<file path="src/common/bad_pkg.sv">
// Package for the board address decode block: map constants, config fields, carrier structs.
// Assumes a single 10 MHz clock domain and an APB register slave in the top module.
package bad_pkg;

  // APB register byte addresses
  localparam logic [11:0] REG_MAP_CFG   = 12'h000;
  localparam logic [11:0] REG_STATUS    = 12'h004;
  localparam logic [11:0] REG_LAST_ADDR = 12'h008;

  // Map configuration field layout
  localparam int MAP_BLK0_LSB  = 0;
  localparam int MAP_BLK1_LSB  = 2;
  localparam int MAP_BLK2_LSB  = 4;
  localparam int MAP_TRAP_LSB  = 6;
  localparam int MAP_ROMSZ_LSB = 8;
  localparam int MAP_EN_LSB    = 12;
  localparam logic [31:0] MAP_CFG_RESET = 32'h0000_0024;

  // Upper nibble codes
  localparam logic [3:0] NIB_HOST  = 4'hA;
  localparam logic [3:0] NIB_PIO   = 4'hB;
  localparam logic [3:0] NIB_TRLO  = 4'hC;
  localparam logic [3:0] NIB_TRHI  = 4'hD;
  localparam logic [3:0] NIB_FWLO  = 4'hE;
  localparam logic [3:0] NIB_FWHI  = 4'hF;

  // Injected opcode
  localparam logic [7:0] NOOP_OPCODE = 8'h00;

  typedef enum logic [1:0] {
    BAD_ROM_1K = 2'b00,
    BAD_ROM_2K = 2'b01,
    BAD_ROM_4K = 2'b10
  } bad_rom_size_t;

  typedef struct packed {
    logic ale;
    logic rd_n;
    logic wr_n;
    logic psen_n;
    logic inject_noop;
  } bad_strobe_t;

  typedef struct packed {
    logic host_ctrl_sel_n;
    logic pio_sel_n;
    logic trap_ram_lo_sel_n;
    logic trap_ram_hi_sel_n;
    logic firmware_lo_sel_n;
    logic firmware_hi_sel_n;
    logic user_blk0_sel_n;
    logic user_blk1_sel_n;
    logic user_blk2_sel_n;
  } bad_sel_t;

endpackage

</file>
<file path="src/verilog/bad_decode.sv">
// Address demultiplex and decode for the processor's multiplexed bus, with APB config.
// Assumes processor strobes already sampled into ref_clk; pads are split in/out/enable.
//
// The APB slave port and the placing of the registers were left to the implementer.
`timescale 1ns/10ps
`default_nettype none

module bad_decode (
  // Clock and reset
  input  wire  logic               ref_clk,
  input  wire  logic               reset,
  // APB slave
  input  wire  logic               psel,
  input  wire  logic               penable,
  input  wire  logic               pwrite,
  input  wire  logic [11:0]        paddr,
  input  wire  logic [31:0]        pwdata,
  output logic       [31:0]        prdata,
  output logic                     pready,
  output logic                     pslverr,
  // Processor bus
  input  wire  bad_pkg::bad_strobe_t strb,
  input  wire  logic [7:0]         ad_lo_in,
  input  wire  logic [7:0]         addr_hi,
  output logic       [7:0]         ad_lo_out,
  output logic                     ad_lo_oe,
  // Board bus
  input  wire  logic [7:0]         db_in,
  output logic       [7:0]         db_out,
  output logic                     db_oe,
  output logic       [15:0]        board_addr,
  // Selects and strobes
  output bad_pkg::bad_sel_t        sel,
  output logic       [7:0]         ram_seg_sel_n,
  output logic       [3:0]         rom_chip_sel_n,
  output logic                     sram_we_n,
  output logic                     trap_space_sel_n,
  output logic                     trap_ram_wr_n,
  output logic                     boot_overlay_n
);

  logic        ale_q;
  logic [15:0] addr_q;
  logic [31:0] map_q;
  logic        boot_q;
  logic        cfg_err_q;
  logic        cyc_q;
  logic [7:0]  db_out_q;
  logic [7:0]  ad_out_q;
  logic        db_oe_q;
  logic        ad_oe_q;
  logic        we_q;
  logic        trap_q;
  logic        twr_q;
  logic [7:0]  seg_q;
  logic [3:0]  rom_q;
  bad_pkg::bad_sel_t sel_q;
  logic [31:0] prdata_q;
  logic        pready_q;
  logic        pslverr_q;

  function automatic logic [3:0] dec2(input logic [1:0] v);
    dec2 = 4'h1 << v;
  endfunction

  // Address latch on strobe fall
  wire        ale_fall   = ale_q & ~strb.ale;
  wire [15:0] cur_addr   = ale_fall ? {addr_hi, ad_lo_in} : addr_q;
  wire [3:0]  nib        = cur_addr[15:12];
  wire        cyc_act    = ~strb.rd_n | ~strb.wr_n | ~strb.psen_n;

  // Config fields
  wire [1:0]  blk0_sp    = map_q[bad_pkg::MAP_BLK0_LSB +: 2];
  wire [1:0]  blk1_sp    = map_q[bad_pkg::MAP_BLK1_LSB +: 2];
  wire [1:0]  blk2_sp    = map_q[bad_pkg::MAP_BLK2_LSB +: 2];
  wire [1:0]  trap_sp    = map_q[bad_pkg::MAP_TRAP_LSB +: 2];
  wire [1:0]  rom_sz     = map_q[bad_pkg::MAP_ROMSZ_LSB +: 2];
  wire [2:0]  blk_en     = map_q[bad_pkg::MAP_EN_LSB +: 3];
  // Overlapping map is refused: one space cannot serve two blocks
  wire        map_clash  = (blk0_sp == blk1_sp) | (blk0_sp == blk2_sp) | (blk1_sp == blk2_sp);

  // User space decode
  wire        user_en    = ~cur_addr[15];
  wire [3:0]  space_hot  = user_en ? dec2(cur_addr[14:13]) : 4'h0;
  wire [3:0]  space_ok   = {space_hot[3:1], space_hot[0] & boot_q};
  wire        map_ok     = ~map_clash;
  wire        blk0_hit   = blk_en[0] & map_ok & space_ok[blk0_sp];
  wire        blk1_hit   = blk_en[1] & map_ok & space_ok[blk1_sp];
  wire        blk2_hit   = blk_en[2] & map_ok & space_ok[blk2_sp];
  wire        trap_hit   = space_ok[trap_sp];

  // Upper decode; 8xxx/9xxx match nothing
  wire        host_hit   = nib == bad_pkg::NIB_HOST;
  wire        pio_hit    = nib == bad_pkg::NIB_PIO;
  wire        trlo_hit   = nib == bad_pkg::NIB_TRLO;
  wire        trhi_hit   = nib == bad_pkg::NIB_TRHI;
  // Reset fetch at 0000H lands in firmware low
  wire        fwlo_hit   = (nib == bad_pkg::NIB_FWLO) | (~boot_q & space_hot[0]);
  wire        fwhi_hit   = nib == bad_pkg::NIB_FWHI;

  // RAM segment and ROM chip decode
  wire [7:0]  seg_hot    = (blk0_hit | blk1_hit) ? (8'h01 << cur_addr[12:10]) : 8'h00;
  wire [1:0]  rom_idx    = (rom_sz == bad_pkg::BAD_ROM_4K) ? {1'b0, cur_addr[12]} :
                           (rom_sz == bad_pkg::BAD_ROM_2K) ? cur_addr[12:11] : cur_addr[11:10];
  // Beyond 3K/6K capacity the last chip index stays unselected
  wire        rom_cap    = (rom_sz == bad_pkg::BAD_ROM_1K) ? ~cur_addr[12] & (cur_addr[11:10] != 2'b11) :
                           (rom_sz == bad_pkg::BAD_ROM_2K) ? (cur_addr[12:11] != 2'b11) : 1'b1;
  wire [3:0]  rom_hot    = (blk2_hit & rom_cap) ? dec2(rom_idx) : 4'h0;

  // Data steering
  wire        buf_en     = cyc_act & ~pio_hit & ~strb.inject_noop;
  wire        to_board   = ~strb.wr_n;
  wire        trap_wr    = (trlo_hit | trhi_hit) & ~strb.wr_n;

  // A net, so each field may carry its own continuous assignment
  wire bad_pkg::bad_sel_t sel_d;
  assign sel_d.host_ctrl_sel_n   = ~host_hit;
  assign sel_d.pio_sel_n         = ~pio_hit;
  assign sel_d.trap_ram_lo_sel_n = ~trlo_hit;
  assign sel_d.trap_ram_hi_sel_n = ~trhi_hit;
  assign sel_d.firmware_lo_sel_n = ~fwlo_hit;
  assign sel_d.firmware_hi_sel_n = ~fwhi_hit;
  assign sel_d.user_blk0_sel_n   = ~blk0_hit;
  assign sel_d.user_blk1_sel_n   = ~blk1_hit;
  assign sel_d.user_blk2_sel_n   = ~blk2_hit;

  // APB decode
  wire        apb_acc    = psel & penable;
  wire        hit_cfg    = paddr == bad_pkg::REG_MAP_CFG;
  wire        hit_stat   = paddr == bad_pkg::REG_STATUS;
  wire        hit_addr   = paddr == bad_pkg::REG_LAST_ADDR;
  wire        apb_bad    = ~(hit_cfg | hit_stat | hit_addr);
  wire [31:0] rd_mux     = hit_cfg  ? map_q :
                           hit_stat ? {28'h0000000, cyc_q, cfg_err_q, map_clash, boot_q} :
                           hit_addr ? {16'h0000, addr_q} : 32'h0000_0000;

  always_ff @(posedge ref_clk or posedge reset) begin
    if (reset) begin
      ale_q  <= 1'b0;
      addr_q <= 16'h0000;
    end else begin
      ale_q  <= strb.ale;
      addr_q <= cur_addr;
    end
  end

  // Overlay: low from reset until the first trap memory write
  always_ff @(posedge ref_clk or posedge reset) begin
    if (reset) begin
      boot_q <= 1'b0;
    end else if (trap_wr) begin
      boot_q <= 1'b1;
    end
  end

  always_ff @(posedge ref_clk or posedge reset) begin
    if (reset) begin
      map_q     <= bad_pkg::MAP_CFG_RESET;
      cfg_err_q <= 1'b0;
      prdata_q  <= 32'h0000_0000;
      pready_q  <= 1'b0;
      pslverr_q <= 1'b0;
    end else begin
      pready_q  <= psel & ~penable;
      pslverr_q <= psel & ~penable & apb_bad;
      prdata_q  <= rd_mux;
      if (apb_acc & pready_q & pwrite & hit_cfg) begin
        map_q     <= pwdata;
        // Sticky note that software put blocks 0 and 1 in one space; is its duty
        cfg_err_q <= cfg_err_q | (pwdata[bad_pkg::MAP_BLK0_LSB +: 2] == pwdata[bad_pkg::MAP_BLK1_LSB +: 2]);
      end
    end
  end

  always_ff @(posedge ref_clk or posedge reset) begin
    if (reset) begin
      sel_q    <= '1;
      seg_q    <= 8'hFF;
      rom_q    <= 4'hF;
      we_q     <= 1'b1;
      trap_q   <= 1'b1;
      twr_q    <= 1'b1;
      db_oe_q  <= 1'b0;
      ad_oe_q  <= 1'b0;
      db_out_q <= 8'h00;
      ad_out_q <= 8'h00;
      cyc_q    <= 1'b0;
    end else begin
      sel_q    <= sel_d;
      seg_q    <= ~seg_hot;
      rom_q    <= ~rom_hot;
      we_q     <= strb.wr_n;
      trap_q   <= ~trap_hit;
      twr_q    <= ~trap_wr;
      cyc_q    <= cyc_act;
      db_oe_q  <= buf_en & to_board;
      ad_oe_q  <= (buf_en & ~to_board) | strb.inject_noop;
      db_out_q <= ad_lo_in;
      ad_out_q <= strb.inject_noop ? bad_pkg::NOOP_OPCODE : db_in;
    end
  end

  assign sel              = sel_q;
  assign ram_seg_sel_n    = seg_q;
  assign rom_chip_sel_n   = rom_q;
  assign sram_we_n        = we_q;
  assign trap_space_sel_n = trap_q;
  assign trap_ram_wr_n    = twr_q;
  assign boot_overlay_n   = boot_q;
  assign db_out           = db_out_q;
  assign db_oe            = db_oe_q;
  assign ad_lo_out        = ad_out_q;
  assign ad_lo_oe         = ad_oe_q;
  assign board_addr       = addr_q;
  assign prdata           = prdata_q;
  assign pready           = pready_q;
  assign pslverr          = pslverr_q;

  chk_reserved_quiet: assert property (@(posedge ref_clk) disable iff (reset)
    $past(nib == 4'h8 || nib == 4'h9) |-> (sel == '1 && seg_q == 8'hFF && rom_q == 4'hF))
    else $error("select active in reserved range");

  chk_noop_drive: assert property (@(posedge ref_clk) disable iff (reset)
    strb.inject_noop |=> (ad_lo_oe && ad_lo_out == 8'h00 && !db_oe))
    else $error("noop opcode not driven");

  chk_pio_blocks_buf: assert property (@(posedge ref_clk) disable iff (reset)
    !sel.pio_sel_n |-> !db_oe || $past(!pio_hit))
    else $error("buffer open during parallel io");

  chk_overlay_release: assert property (@(posedge ref_clk) disable iff (reset)
    (trap_wr && !boot_q) |=> boot_overlay_n ##1 boot_overlay_n)
    else $error("overlay not released by trap write");

  chk_overlay_blocks: assert property (@(posedge ref_clk) disable iff (reset)
    (!boot_q && space_hot[0]) |=> (sel.user_blk0_sel_n && sel.user_blk1_sel_n && sel.user_blk2_sel_n
                                   && !sel.firmware_lo_sel_n))
    else $error("low user space reachable under overlay");

  chk_one_select: assert property (@(posedge ref_clk) disable iff (reset)
    $countones(~sel) <= 1)
    else $error("more than one select low");

  chk_host_nibble: assert property (@(posedge ref_clk) disable iff (reset)
    (nib == bad_pkg::NIB_HOST) |=> !sel.host_ctrl_sel_n && sel.pio_sel_n)
    else $error("host select wrong");

  chk_write_enable: assert property (@(posedge ref_clk) disable iff (reset)
    !strb.wr_n |=> !sram_we_n)
    else $error("ram write enable not low on write");

  chk_addr_hold: assert property (@(posedge ref_clk) disable iff (reset)
    (!ale_fall ##1 !ale_fall) |-> $stable(addr_q))
    else $error("address changed without strobe fall");

endmodule

`default_nettype wire

</file>
<file path="config.mk">
export PLATFORM = sky130hd
export DESIGN_NAME = bad_decode
export DESIGN_NICKNAME = d
export VERILOG_FILES = /design/src/common/bad_pkg.sv /design/src/verilog/bad_decode.sv
export SDC_FILE = /design/constraint.sdc
export NUM_CORES = 1
export LEC_CHECK = 0
export BUFFER_PORTS_ARGS = -buffer_cell sky130_fd_sc_hd__buf_2
export CORE_MARGIN = 8
export CORE_UTILIZATION = 55
export DETAILED_ROUTE_END_ITERATION = 10
export PLACE_DENSITY = 0.86
export SETUP_SLACK_MARGIN = 0.5
export SYNTH_ARGS = -nofsm -noshare
export SYNTH_HDL_FRONTEND = slang
export SYNTH_SLANG_ARGS = --single-unit
</file>
<file path="constraint.sdc">
create_clock -name ref_clk -period 9.8 [get_ports ref_clk]
set_input_delay 0 -clock ref_clk [delete_from_list [all_inputs] [get_ports ref_clk]]
set_output_delay 0 -clock ref_clk [all_outputs]
set_load 0.02 [all_outputs]
</file>
# ---- Word level (Yosys, flattened, before mapping)
# Cells that the tools add are included.
dict set report classes {
  reduce_logical 2
  n_shift 3
  mul 0
  n_bitwise 56
  muxes 20
  n_eq_ne 16
  div_mod_pow 0
  order_cmp 4
  add_sub_neg 0
}
# op n
set op_table {}
lappend op_table {{$mux W16} 3}
lappend op_table {{$mux W32} 1}
lappend op_table {{$eq A4 B4 Y1 const B} 6}
lappend op_table {{$and A1 B1 Y1} 22}
lappend op_table {{$not A1 Y1} 21}
lappend op_table {{$mux W8} 2}
lappend op_table {{$eq A12 B3 Y1 const B} 1}
lappend op_table {{$eq A12 B4 Y1 const B} 1}
lappend op_table {{$logic_not A12 Y1} 1}
lappend op_table {{$lt A2 B3 Y1 const B} 4}
lappend op_table {{$or A1 B1 Y1} 11}
lappend op_table {{$bmux W1 S2} 4}
lappend op_table {{$eq A2 B2 Y1} 4}
lappend op_table {{$mux W4} 2}
lappend op_table {{$not A8 Y8} 1}
lappend op_table {{$shl A1 B2 Y4 const A} 2}
lappend op_table {{$shl A1 B3 Y8 const A} 1}
lappend op_table {{$mux W1} 6}
lappend op_table {{$mux W2} 2}
lappend op_table {{$ne A2 B2 Y1 const B} 2}
lappend op_table {{$not A4 Y4} 1}
lappend op_table {{$eq A2 B1 Y1 const B} 1}
lappend op_table {{$eq A2 B2 Y1 const B} 1}
lappend op_table {{$logic_not A2 Y1} 1}
dict set report word_totals {
  ram_bits 0
  mem_bits_ro 0
  ff_bits 128
  output_inout_bits 93
  word_cells 129
  n_memories 0
  inputBits 78
  latch_bits 0
}

# ---- Logic depth before layout (Yosys ltp)
dict set report logic_depth {
  word_depth 12
  ltp_mapped 7
  ltp_nobuf 6
}

# ---- Worst setup path before layout
# OpenSTA, ideal clock, no wires.
dict set report synth_path {
  path_type {register -> register}
  startpoint {register map_q[2]}
  endpoint {register rom_q[3] (netlist: rom_chip_sel_n[3])}
  setup_slack_ns 7.874
  synth_period_minus_slack_ns 1.926
  setup_time_ns 0.092
  arrival_ns 1.834
  path_stages_with_launch 6
  required_time_ns 9.708
  path_buffers 1
  cell_sequence {dfstp_2 clkbuf_1 o22ai_1 mux4_2 nor4b_4 nand4_1}
}
dict set report synth_between {
  elab_chain_cells 9
  elab_cells_between_ends 10
  classes_between {eq/ne: 2; mux: 1; bitwise: 7}
}
# element line
set synth_rtl {}
lappend synth_rtl {{start, declared} bad_decode.sv:44} ;# logic [31:0] map_q;
lappend synth_rtl {{start signal, assigned} bad_decode.sv:158} ;# map_q <= bad_pkg::MAP_CFG_RESET;
lappend synth_rtl {{start signal, assigned} bad_decode.sv:168} ;# map_q <= pwdata;
lappend synth_rtl {{$eq A2 B2 Y1} bad_decode.sv:80} ;# wire map_clash = (blk0_sp == blk1_sp) | (blk0_sp == blk2_sp) | (blk1_sp == blk2_sp);
lappend synth_rtl {{$or A1 B1 Y1} bad_decode.sv:80}
lappend synth_rtl {{$or A1 B1 Y1 *} bad_decode.sv:80}
lappend synth_rtl {{$not A1 Y1 *} bad_decode.sv:86} ;# wire map_ok = ~map_clash;
lappend synth_rtl {{$and A1 B1 Y1 * (2 in series)} bad_decode.sv:89} ;# wire blk2_hit = blk_en[2] & map_ok & space_ok[blk2_sp];
lappend synth_rtl {{$and A1 B1 Y1 *} bad_decode.sv:108} ;# wire [3:0] rom_hot = (blk2_hit & rom_cap) ? dec2(rom_idx) : 4'h0;
lappend synth_rtl {{$mux W4 *} bad_decode.sv:108}
lappend synth_rtl {{$not A4 Y4 *} bad_decode.sv:191} ;# rom_q <= ~rom_hot;
lappend synth_rtl {{end signal, assigned} bad_decode.sv:191}
lappend synth_rtl {{end, declared} bad_decode.sv:56} ;# logic [3:0] rom_q;
# Every way passes the cells marked *; elsewhere a longest branch is shown, timed or not.
# A chain may end at the register's enable or synchronous reset.

# ---- Worst setup path after layout
dict set report layout_path {
  startpoint {input port paddr[6]}
  endpoint {register map_q[29]}
}
dict set report layout_between {
  elab_chain_cells 2
}
# element line
set layout_rtl {}
lappend layout_rtl {{start, declared} bad_decode.sv:16} ;# input wire logic [11:0] paddr,
lappend layout_rtl {{$logic_not A12 Y1} bad_decode.sv:129} ;# wire hit_cfg = paddr == bad_pkg::REG_MAP_CFG;
lappend layout_rtl {{$and A1 B1 Y1} bad_decode.sv:167} ;# if (apb_acc & pready_q & pwrite & hit_cfg) begin
# No other way between the ends.

==> reports/metrics.cfg <==
[routing]
first_pass_iters = 5
wl_mm = 14.69
num_vias = 4064
viasPerCell = 5.210
routedWlPerCell_um = 18.84
postRouteAntennaNets = 0
first_iter_violations = 220
drc = 0

[clocking]
insertion_delay_ns = 0.52
cts_tree = yes
cts_max_path_buffers = 2
cts_made_buffers = 17
htree_levels = 4
clkTransAtPathRegs_ns = 0.07
cts_root_buf = clkbuf_8
clock_sinks = 128

[worst_setup_path]
cp_slowest_cell = and2_2
max_stage_delay_ns = 1.01
worst_path_most_repeated_cell = dlygate4sd3_1
cp.required_ns = 10.20
worstPathMaxFanout = 33
cp-end-kind = register
path_cells = dlygate4sd3_1, buf_2, or4_4, dlygate4sd3_1, nor4_4, and2_2, mux2_2
critPathLaunchType = input port
path_class = input port to register
arrival_ns = 3.77

[synth]
synth.distinct_cells = 55
synthArstFlopShare_pct = 100.0
yosysSeqAreaShare_pct = 61.06
syn_avg_cell_area_um2 = 13.73
synth_area_leader_cell = dfrtp_1
synthFlopType = dfrtp_1
synth_cells = 386
synth_edf_count = 0
ys_seq_elements = 128
yosys_warnings = 0
netlist.area_leader.share_pct = 48.17
synthesis.area_mm2 = 0.005299
syn_nets = 464
synth_area_leaders = dfrtp_1, dfstp_2, mux2_4, mux2i_1, mux2_2

[status]
status = finished clean

[floorplanning]
initial_core_util_pct = 55.49
dieArea_mm2 = 0.01303
die_h_um = 114.2
boundaryPins = 171
die_x_um = 114.2
fp-row-count = 36
coreArea_mm2 = 0.009549

[sta]
rsz0062_at_grt = false
finalCriticalPeriod_ns = 3.368
finClkSkew_ns = 0.01099
fin_crit_sh_pct = 34.37
fmaxAchievable_ghz = 0.2969
hold_viol = 0
slew_headroom_pct = 27.63
worst_pin_slew_ns = 1.086
maxSlewViolCount = 0
finalSetupViolCount = 0
tns_ns = 0

[run]
cap_violations = 0

[place]
place_hpwl_mm = 9.318
io_buffers = 170
gp_congestion = 0.8433
numPlacedInstances = 674

[power]
leakage_nw = 3.626
vdd_drop_max_mv = 0.1280
powerDensity_mw_per_mm2 = 175.5

[global_route]
grt_pass1_wl_mm = 23.62
grt_pass1_vias = 4520
antenna_found_initial = 0
grt.met2_usage_pct = 41.13
grt_max_degree = 68
use_met1_pct = 25.89
overflow = 0
grt_use_total_pct = 23.63
grt.busiest_layer = met2
grtUsageMet3_pct = 7.964

[layout]
fin_util_pct = 78.50
area_growth_pct = 41.46
diodes = 0
drive_above_1_share_pct = 46.21
finalNonFillerCells = 780
final_nets = 712

[hold_path]
hold_path_class = input port to register

-- path summary, 6_finish.rpt --
check	start	depth (start not counted)	endpoint	slack, ns
setup reg to reg	ale_q$_DFF_PP0_	6	db_oe$_DFF_PP0_	7.21
hold / removal	paddr[5]	4	prdata[4]$_DFF_PP0_	0.09
hold reg to reg	cfg_err_q$_DFFE_PP0P_	1	cfg_err_q$_DFFE_PP0P_	0.49
min in group asynchronous	reset	3	prdata[17]$_DFF_PP0_	0.18
max in group asynchronous	reset	4	map_q[3]$_DFFE_PP0P_	8.29
setup / recovery	paddr[6]	7	map_q[29]$_DFFE_PP0P_	6.43
-- state kept, by name (all words and copies together) (netlist names), 4 cells and up --
signal,flops
prdata,32
sel,9
rom_chip_sel_n,4
ad_lo_out,8
db_out,8
map_q,32
board_addr,16
ram_seg_sel_n,8
-- cells in the final DEF, fill, tap and decap left out, types with 4 or more instances in the layout --
cell type,netlist,routed
dfrtp_1,102,102
mux2_2,17,17
buf_2,4,170
and2_2,6,7
nand4_1,7,7
a21oi_1,5,5
nor3_1,5,5
and2_1,12,11
inv_1,10,9
mux2i_1,22,22
clkbuf_16,0,17
mux2_4,29,29
nand2_1,20,20
nor2_1,37,37
nand3_1,4,4
nor2b_1,12,11
a31o_2,5,5
nand2b_1,4,4
dfstp_2,26,26
dlygate4sd3_1,0,74
-- per-stage QoR --
stage	power, mW	instance area, µm²	hold WS [ns]	setup WS (ns)
detailed placement	0.7025	6190	0.1209	7.056
global route	1.362	7496	0.1090	6.278
floorplan	0.6485	5299	0.004478	6.430
CTS	1.317	7496	0.04465	6.489
finish	1.316	7496	0.08552	6.432
global placement	0.6974	6190	0.1184	7.173
-- area by class of cell --
cell class                      count  area [µm²]
Sequential cell                   128        3236
Multi-Input combinational cell    230        1878
Fill cell                         591        2053
Timing Repair Buffer              246        1607
Inverter                           11       43.79
Clock buffer                       21       460.4
Clock inverter                     11       105.1
Tap cell                          133       166.4
-- routing by layer --
layer / up-vias / routed length [µm]
li1: 1825 / -
met5: - / 0
met4: 0 / 324
met3: 30 / 1036
met2: 179 / 7699
met1: 2030 / 5633
-- what timing repair did --
item                      CTS  global route
gates resized for setup     0             0
hold endpoints to repair  151             0
hold buffers               74             0
setup buffers               0             0
-- where the power goes --
part	switching, mW	internal (mW)
registers	0.0163	0.549
logic	0.0863	0.0688
clock network	0.236	0.360
-- synthesized netlist by cell type (2+ instances only) --
master	n
mux2_4	29
mux2_2	17
nor3_1	5
a211oi_1	3
clkbuf_1	4
or4bb_1	3
nand3_1	4
mux2i_1	22
inv_1	10
o21ai_0	3
xnor2_1	3
buf_12	3
dfrtp_1	102
and2_1	12
o22ai_1	2
nand2_1	20
nor2_1	37
xor2_1	3
nand4_1	7
a21oi_1	5
o31ai_1	2
nand2b_1	4
and2_2	6
o21ai_1	3
buf_6	2
nor2b_1	12
a31o_2	5
a21o_1	2
buf_2	4
dfstp_2	26
a22oi_1	2
-- worst max-delay path, delay by kind of cell --
family                 cells  cell delay (ns)
AND/OR/NAND/NOR            3             2.05
buffers and inverters      3             1.29
multiplexers               1             0.42
-- logic make-up (layout without fill, tap and decap cells) --
group | after synthesis | count (layout) | share of synthesized area, %
flops | 128 | 128 | 61.06
simple gates | 121 | 121 | 12.68
mux | 71 | 71 | 17.10
compound gates | 32 | 32 | 4.604
buf+inv | 28 | 289 | 3.565
xor+xnor | 6 | 6 | 0.9919
(Power assumes the default switching activity.)
